[config.mk]
export PLATFORM = sky130hd
export DESIGN_NAME = enable_pin_assign
export DESIGN_NICKNAME = d
export VERILOG_FILES = /design/src/enpin_pkg.sv /design/src/converter_pin_select.sv /design/src/enable_pin_assign.sv
export SDC_FILE = /design/constraint.sdc
export NUM_CORES = 1
export LEC_CHECK = 0
export BUFFER_PORTS_ARGS = -buffer_cell sky130_fd_sc_hd__buf_4
export CAP_MARGIN = 10
export CORE_ASPECT_RATIO = 1.25
export CORE_MARGIN = 4
export CORE_UTILIZATION = 45
export DETAILED_ROUTE_END_ITERATION = 16
export PLACE_DENSITY = 0.95
export SLEW_MARGIN = 20
export SYNTH_ARGS = -nofsm -noshare
export SYNTH_HDL_FRONTEND = slang
export SYNTH_SLANG_ARGS = --single-unit
[constraint.sdc]
create_clock -name clk -period 2.95 [get_ports clk]
set_input_delay 0.1475 -clock clk [delete_from_list [all_inputs] [get_ports clk]]
set_output_delay 0.1475 -clock clk [all_outputs]
set_load 0.02 [all_outputs]
[src/enpin_pkg.sv]
// Shared constants for the enable pin supply assignment block.
// Assumes an 8-bit register port and pin levels synchronous to clk.
package enpin_pkg;

  // Register offsets on the plain register port.
  localparam logic [7:0] SMPS_PIN1_ASSIGN_OFS = 8'h46;
  localparam logic [7:0] LINREG_PIN2_ASSIGN_OFS = 8'h47;

  // Widths of the register port and of the assignment registers.
  localparam int ADDR_W = 8;
  localparam int DATA_W = 8;
  localparam int CONV_N = 4;
  localparam int LINREG_N = 8;

  // Field positions in the switching supply assignment register.
  localparam int IO_SUPPLY_BIT = 0;
  localparam int CORE1_BIT = 1;
  localparam int CORE2_BIT = 2;
  localparam int EXT_FET_BIT = 3;
  localparam int SPARE_BIT = 4;
  localparam int SMPS_STORED_W = 5;
  localparam int SMPS_RSVD_W = 3;

  // Values after reset of both assignment registers and of the read data, and the unmapped read value.
  localparam logic [SMPS_STORED_W-1:0] SMPS_PIN1_ASSIGN_RST = 5'h00;
  localparam logic [LINREG_N-1:0] LINREG_PIN2_ASSIGN_RST = 8'h00;
  localparam logic [DATA_W-1:0] RD_DATA_RST = 8'h00;
  localparam logic [DATA_W-1:0] RD_UNMAPPED = 8'h00;

  // Regulator number held by each linear regulator assignment bit, bit 0 first.
  localparam int LINREG_OF_BIT [LINREG_N] = '{6, 1, 2, 5, 8, 7, 4, 3};

  // Per converter options, indexed by assignment bit: voltage scaled and low-power capable.
  localparam logic [CONV_N-1:0] CONV_VOLT_SCALED = 4'hE;
  localparam logic [CONV_N-1:0] CONV_LP_CAPABLE = 4'h7;

endpackage : enpin_pkg

[src/converter_pin_select.sv]
// One switching converter's choice between register control and first pin control.
// Assumes the voltage code of all zeros means the supply is commanded off.
`timescale 1ns/1ps
module converter_pin_select #(
  parameter int VOLT_W = 8,
  parameter bit VOLT_SCALED = 1'b1,
  parameter bit LP_CAPABLE = 1'b1
) (
  input wire logic assigned,
  input wire logic pin,
  input wire logic keep_on,
  input wire logic reg_on,
  input wire logic reg_lp,
  input wire logic [VOLT_W-1:0] reg_volt,
  input wire logic [VOLT_W-1:0] op_volt,
  input wire logic [VOLT_W-1:0] alt_volt,
  output logic on,
  output logic low_power,
  output logic [VOLT_W-1:0] volt
);
  import enpin_pkg::*;

  localparam logic [VOLT_W-1:0] VOLT_OFF = '0;

  logic [VOLT_W-1:0] sel_volt;
  logic pin_on;
  logic pin_lp;
  logic [VOLT_W-1:0] pin_volt;

  // A high pin picks the operating voltage, a low pin the alternate one.
  // pin picks voltage.
  assign sel_volt = pin ? op_volt : alt_volt;

  // Scaled converters run while the chosen voltage is not off; the I/O converter is on with the pin or kept on.
  // on and low-power.
  assign pin_on = VOLT_SCALED ? (sel_volt != VOLT_OFF) : (pin | keep_on);
  assign pin_lp = LP_CAPABLE & ~pin & keep_on & pin_on;
  assign pin_volt = VOLT_SCALED ? sel_volt : reg_volt;

  // An unassigned converter ignores the pin entirely.
  // register fallback.
  assign on = assigned ? pin_on : reg_on;
  assign low_power = assigned ? pin_lp : reg_lp;
  assign volt = assigned ? pin_volt : reg_volt;

endmodule : converter_pin_select

[src/enable_pin_assign.sv]
// Assignment registers that hand supplies over to the two enable pins, and the resulting supply states.
// Assumes pins and register inputs are synchronous to clk and nrst is the turn-off reset.
`timescale 1ns/1ps
module enable_pin_assign #(
  parameter int VOLT_W = 8
) (
  input wire logic clk,
  input wire logic nrst,
  input wire logic [enpin_pkg::ADDR_W-1:0] addr,
  input wire logic [enpin_pkg::DATA_W-1:0] wr_data,
  input wire logic wr_en,
  input wire logic rd_en,
  output logic [enpin_pkg::DATA_W-1:0] rd_data,
  input wire logic enable_pin_one,
  input wire logic enable_pin_two,
  input wire logic [enpin_pkg::CONV_N-1:0] sleep_keep_converter_on,
  input wire logic [enpin_pkg::LINREG_N-1:0] sleep_keep_linreg_on,
  input wire logic [VOLT_W-1:0] ext_fet_operating_voltage,
  input wire logic [VOLT_W-1:0] ext_fet_alternate_voltage,
  input wire logic [VOLT_W-1:0] core1_operating_voltage,
  input wire logic [VOLT_W-1:0] core1_alternate_voltage,
  input wire logic [VOLT_W-1:0] core2_operating_voltage,
  input wire logic [VOLT_W-1:0] core2_alternate_voltage,
  input wire logic [enpin_pkg::CONV_N-1:0] conv_reg_on,
  input wire logic [enpin_pkg::CONV_N-1:0] conv_reg_lp,
  input wire logic [enpin_pkg::CONV_N-1:0][VOLT_W-1:0] conv_reg_volt,
  input wire logic [enpin_pkg::LINREG_N-1:0] linreg_reg_on,
  input wire logic [enpin_pkg::LINREG_N-1:0] linreg_reg_lp,
  output logic [enpin_pkg::CONV_N-1:0] conv_on,
  output logic [enpin_pkg::CONV_N-1:0] conv_low_power,
  output logic [enpin_pkg::CONV_N-1:0][VOLT_W-1:0] conv_voltage,
  output logic [enpin_pkg::LINREG_N-1:0] linreg_on,
  output logic [enpin_pkg::LINREG_N-1:0] linreg_low_power,
  output logic voltage_scaling_serial_port_enable
);
  import enpin_pkg::*;

  logic [SMPS_STORED_W-1:0] smps_pin1_assign_r;
  logic [LINREG_N-1:0] linreg_pin2_assign_r;
  logic [DATA_W-1:0] rd_data_r;
  logic [DATA_W-1:0] rd_data_nxt;
  logic [CONV_N-1:0] conv_on_r;
  logic [CONV_N-1:0] conv_lp_r;
  logic [CONV_N-1:0][VOLT_W-1:0] conv_volt_r;
  logic [LINREG_N-1:0] linreg_on_r;
  logic [LINREG_N-1:0] linreg_lp_r;
  logic serial_enable_r;
  logic sel_smps;
  logic sel_linreg;
  logic [DATA_W-1:0] smps_rd_word;
  logic [CONV_N-1:0] conv_assigned;
  logic [CONV_N-1:0][VOLT_W-1:0] op_volt;
  logic [CONV_N-1:0][VOLT_W-1:0] alt_volt;
  logic [CONV_N-1:0] conv_on_nxt;
  logic [CONV_N-1:0] conv_lp_nxt;
  logic [CONV_N-1:0][VOLT_W-1:0] conv_volt_nxt;
  logic [LINREG_N-1:0] linreg_on_nxt;
  logic [LINREG_N-1:0] linreg_lp_nxt;
  logic any_assigned;

  // Address decode shared by the write and read paths.
  function automatic logic hit(input logic [ADDR_W-1:0] a, input logic [ADDR_W-1:0] ofs);
    hit = (a == ofs);
  endfunction : hit

  assign sel_smps = hit(addr, SMPS_PIN1_ASSIGN_OFS);
  assign sel_linreg = hit(addr, LINREG_PIN2_ASSIGN_OFS);

  assign smps_rd_word = {{SMPS_RSVD_W{1'b0}}, smps_pin1_assign_r};

  // Read mux; unmapped addresses answer zero.
  assign rd_data_nxt = sel_smps ? smps_rd_word : (sel_linreg ? linreg_pin2_assign_r : RD_UNMAPPED);

  // Switching supply assignment register; the spare bit steers no supply but clears the serial port enable.
  // turn-off reset clears it.
  always_ff @(posedge clk)
  begin
    if (!nrst)
      smps_pin1_assign_r <= SMPS_PIN1_ASSIGN_RST;
    else if (wr_en && sel_smps)
      smps_pin1_assign_r <= wr_data[SMPS_STORED_W-1:0];
  end

  // Linear regulator assignment register, every bit read-write.
  // full byte stored.
  always_ff @(posedge clk)
  begin
    if (!nrst)
      linreg_pin2_assign_r <= LINREG_PIN2_ASSIGN_RST;
    else if (wr_en && sel_linreg)
      linreg_pin2_assign_r <= wr_data;
  end

  // Read data stands only in the cycle after the read strobe.
  always_ff @(posedge clk)
  begin
    if (!nrst)
      rd_data_r <= RD_DATA_RST;
    else if (rd_en)
      rd_data_r <= rd_data_nxt;
    else
      rd_data_r <= RD_DATA_RST;
  end

  // The spare bit is left out so it never steers a supply.
  // spare steers nothing.
  assign conv_assigned = smps_pin1_assign_r[CONV_N-1:0];

  // serial port off when any bit set.
  assign any_assigned = (|conv_assigned) | smps_pin1_assign_r[SPARE_BIT] | (|linreg_pin2_assign_r);

  // Voltage register pairs by converter; the I/O converter has none and uses its programmed voltage.
  // voltage register pairs.
  assign op_volt[IO_SUPPLY_BIT] = conv_reg_volt[IO_SUPPLY_BIT];
  assign alt_volt[IO_SUPPLY_BIT] = conv_reg_volt[IO_SUPPLY_BIT];
  assign op_volt[CORE1_BIT] = core1_operating_voltage;
  assign alt_volt[CORE1_BIT] = core1_alternate_voltage;
  assign op_volt[CORE2_BIT] = core2_operating_voltage;
  assign alt_volt[CORE2_BIT] = core2_alternate_voltage;
  assign op_volt[EXT_FET_BIT] = ext_fet_operating_voltage;
  assign alt_volt[EXT_FET_BIT] = ext_fet_alternate_voltage;

  // One selector per converter, options set from its bit position.
  // converters follow the first pin.
  generate
    for (genvar c = 0; c < CONV_N; c++)
    begin : g_conv
      converter_pin_select #(
        .VOLT_W(VOLT_W),
        .VOLT_SCALED(CONV_VOLT_SCALED[c]),
        .LP_CAPABLE(CONV_LP_CAPABLE[c])
      ) u_sel (
        .assigned(conv_assigned[c]),
        .pin(enable_pin_one),
        .keep_on(sleep_keep_converter_on[c]),
        .reg_on(conv_reg_on[c]),
        .reg_lp(conv_reg_lp[c]),
        .reg_volt(conv_reg_volt[c]),
        .op_volt(op_volt[c]),
        .alt_volt(alt_volt[c]),
        .on(conv_on_nxt[c]),
        .low_power(conv_lp_nxt[c]),
        .volt(conv_volt_nxt[c])
      );
    end
  endgenerate

  // Linear regulators under the second pin, keep-on selecting off or low-power while low.
  // regulators follow the second pin.
  generate
    for (genvar l = 0; l < LINREG_N; l++)
    begin : g_linreg
      assign linreg_on_nxt[l] = linreg_pin2_assign_r[l] ? (enable_pin_two | sleep_keep_linreg_on[l]) : linreg_reg_on[l];
      assign linreg_lp_nxt[l] = linreg_pin2_assign_r[l] ? (~enable_pin_two & sleep_keep_linreg_on[l]) : linreg_reg_lp[l];
    end
  endgenerate

  // Supply state outputs are registered for clean control lines.
  always_ff @(posedge clk)
  begin
    if (!nrst)
    begin
      conv_on_r <= '0;
      conv_lp_r <= '0;
      conv_volt_r <= '0;
      linreg_on_r <= '0;
      linreg_lp_r <= '0;
      serial_enable_r <= 1'b1;
    end
    else
    begin
      conv_on_r <= conv_on_nxt;
      conv_lp_r <= conv_lp_nxt;
      conv_volt_r <= conv_volt_nxt;
      linreg_on_r <= linreg_on_nxt;
      linreg_lp_r <= linreg_lp_nxt;
      serial_enable_r <= ~any_assigned;
    end
  end

  // Output drive.
  assign rd_data = rd_data_r;
  assign conv_on = conv_on_r;
  assign conv_low_power = conv_lp_r;
  assign conv_voltage = conv_volt_r;
  assign linreg_on = linreg_on_r;
  assign linreg_low_power = linreg_lp_r;
  assign voltage_scaling_serial_port_enable = serial_enable_r;
endmodule : enable_pin_assign

==> impl_metrics.json <==
{
  "cts_max_level": 3,
  "ff2ff_setup_slack_ps": 1560,
  "cpPeakStageDelay_ps": 800,
  "grt_pass1_wl_microns": 15400,
  "critPathArrivalTime_ps": 1610,
  "synthArstFlopShare": 0,
  "finalNonFillerCells": 617,
  "cts.sinks": 78,
  "finalHoldViolations": 0,
  "rows": 33,
  "maxCapViolCount": 0,
  "hold_start": "conv_reg_volt[4]",
  "netlist_area_sq_um": 3160,
  "rr_startpoint": "smps_pin1_assign_r[3]",
  "final-setup-viol-count": 0,
  "drc": 0,
  "area_growth_syn_to_layout_pct": 56.1,
  "postSynthCellCount": 333,
  "port_buffers": 201,
  "ctsLongestPathBuffers": 2,
  "rr_worst_depth": 3,
  "avgSynthCellArea_sq_um": 9.49,
  "synth-edff-count": 0,
  "track_usage": 0.226,
  "die_x_microns": 83.0,
  "rsz0062_at_grt": "false",
  "wl_per_cell_microns": 16.2,
  "crit_chain": "nand3_1 -> o41ai_1 -> nor2_1",
  "crit_family": "flip-flops",
  "ir_drop_v": 0.000241,
  "cts_tree": "yes",
  "io_pins": 203,
  "drv_slew": 0,
  "seq_area_frac_synth": 0.494,
  "fin_crit_ps": 1390,
  "first_iter_violations": 144,
  "coreArea_sq_um": 6690,
  "crit_path_end_kind": "flop",
  "antenna_found_initial": 0,
  "critical_path_class": "flop to flop",
  "worst_pin_slew_ps": 767,
  "die_h_microns": 102,
  "dr.pass1.iters": 5,
  "hold_depth": 2,
  "fin_ws_ps": 1560,
  "cts-resized-gates": 0,
  "vias_per_cell": 5.35,
  "hold_end": "conv_voltage[4]",
  "dieArea_sq_um": 8440,
  "path_buf_inv": 0,
  "wl_microns": 10000,
  "relSlewSlack": 0.488,
  "hpwl_microns": 7650,
  "synth_nets": 471,
  "hp-class": "primary input to flop",
  "ant_nets": 0,
  "cp_slowest_cell": "dfxtp_1",
  "max_freq_mhz": 718,
  "grt_start_max_net_pins": 82,
  "layout-drive-gt1-share": 0.413,
  "start_kind": "flop",
  "cts_inserted_buffers": 9,
  "required_ps": 3170,
  "final_nets": 663,
  "num_antenna_cells": 0,
  "finalCritPeriodShare": 0.472,
  "power_density_nw_per_um2": 485,
  "fin_setup_tns_ps": 0,
  "pre_cts_ws_ps": 1300,
  "gp_congestion": 0.868,
  "clk-insertion-delay-late_ps": 340,
  "placed_cells": 599,
  "grt_pass1_vias": 3405,
  "yosysUniqueCellTypes": 31,
  "r2r-end": "conv_on[3]",
  "synth-main-ff-cell": "dfxtp_1",
  "vias": 3303,
  "initial_core_util": 0.473,
  "root_buffer": "clkbuf_8",
  "overflow": 0,
  "ys_seq_elements": 78,
  "outcome": "finished clean",
  "clk_pin_slew_ps": 80,
  "worstPathMaxFanout": 23,
  "yosys_warnings": 0,
  "fin_skew_ps": 10.8,
  "p_leak_uw": 0.00243
}
-- layer usage --
metal / vias up / global-route usage / part of all wire
met5: - / 0 / 0
met4: 0 / 0.107 / 0.023
met3: 25 / 0.0740 / 0.082
met2: 169 / 0.433 / 0.54
met1: 1539 / 0.220 / 0.35
li1: 1570 / - / -
-- placed cells by master, fill, tap and decap left out --
cell	count
a21oi_1	10
and4b_1	1
nand4_1	3
dfxtp_1	78
bufinv_16	2
nor2_2	2
or4b_1	1
a22oi_1	1
nand3b_1	10
mux2i_1	34
a21boi_0	9
nor3_1	4
nor4_1	8
nand2b_1	9
and2_1	10
o211a_1	24
o22a_1	1
and3_1	4
or4_1	2
nand3_1	12
buf_4	201
o41ai_1	1
nand4b_1	2
o21ai_0	21
clkbuf_8	10
clkinvlp_4	2
inv_6	2
dlygate4sd3_1	2
o21ai_1	1
o22ai_1	1
inv_1	1
nor2_1	20
nand2_1	41
-- cells by family after synthesis --
group,count (synthesis),synth area share
muxes,34,0.108
buffers and inverters,23,0.0313
AOI/OAI and AO/OA,69,0.158
and+or+nand+nor,129,0.209
DFF,78,0.494
-- worst reg2reg max path, stage by stage (launching register included) --
cell     delay [ps]
dfxtp_1         800
nand3_1         150
o41ai_1         270
nor2_1           70
-- Yosys cell counts, drive strengths merged (2+ instances only) --
cell type	instances	area, sq um
nor3	4	20.0
nand2	41	154
o21ai	22	110
a21boi	9	67.6
dfxtp	78	1560
nand2b	9	56.3
nor4	8	50.1
or4	2	15.0
and2	10	62.6
nand3	12	60.1
o211a	24	240
nand4b	2	17.5
clkbuf	16	60.1
buf	6	35.0
a21oi	10	50.1
nand4	3	18.8
mux2i	34	340
and3	4	25.0
nor2	22	87.6
nand3b	10	75.1
-- where the power goes --
part / switching (uW) / internal (uW)
registers: 11.6 / 1090
logic: 166 / 213
clock network: 403 / 506
total: 581 / 1810
-- registers in the layout (all words and copies together), names as in the netlist --
signal                              count
conv_voltage                           32
smps_pin1_assign_r                      5
linreg_pin2_assign_r                    8
rd_data                                 8
linreg_on                               8
voltage_scaling_serial_port_enable      1
conv_low_power                          4
linreg_low_power                        8
conv_on                                 4
-- what timing repair did --
action                     in CTS  in global routing
hold endpoints to repair        2                  0
buffers inserted                0                  0
hold buffers                    2                  0
setup endpoints to repair       0                  0
-- per-stage QoR --
| step | hold slack, ps | util | total power (uW) | area, sq um |
|---|---|---|---|---|
| 2_1_floorplan | 270 | - | 1280 | 3160 |
| 3_3_place_gp | 355 | 0.700 | 1490 | 4680 |
| 3_5_place_dp | 360 | 0.700 | 1510 | 4680 |
| 4_1_cts | 0.216 | 0.738 | 2420 | 4930 |
| 5_1_grt | 4.37 | 0.738 | 2480 | 4930 |
| 6_report | 20.3 | 0.738 | 2390 | 4930 |
-- how the worst max path moves through the flow --
stage | slack [ps] | cells after the start | start | endpoint
final | 1560 | 3 | smps_pin1_assign_r[3] | conv_on[3]
after global routing | 1440 | 3 | smps_pin1_assign_r[3] | conv_on[3]
after CTS | 1560 | 3 | smps_pin1_assign_r[3] | conv_on[3]
after detailed placement | 1300 | 5 | enable_pin_one | conv_on[2]
after global placement | 1360 | 5 | enable_pin_one | conv_on[2]
after floorplan | 1720 | 5 | enable_pin_one | conv_on[2]
-- layout make-up --
| type | count | area, sq um |
|---|---|---|
| Clock inverter | 6 | 92.6 |
| Sequential cell | 78 | 1560 |
| Tap cell | 87 | 109 |
| Timing Repair Buffer | 203 | 1530 |
| Clock buffer | 10 | 138 |
| Fill cell | 489 | 1750 |
| Inverter | 1 | 3.75 |
| Multi-Input combinational cell | 232 | 1500 |
(Power assumes the default switching activity.)
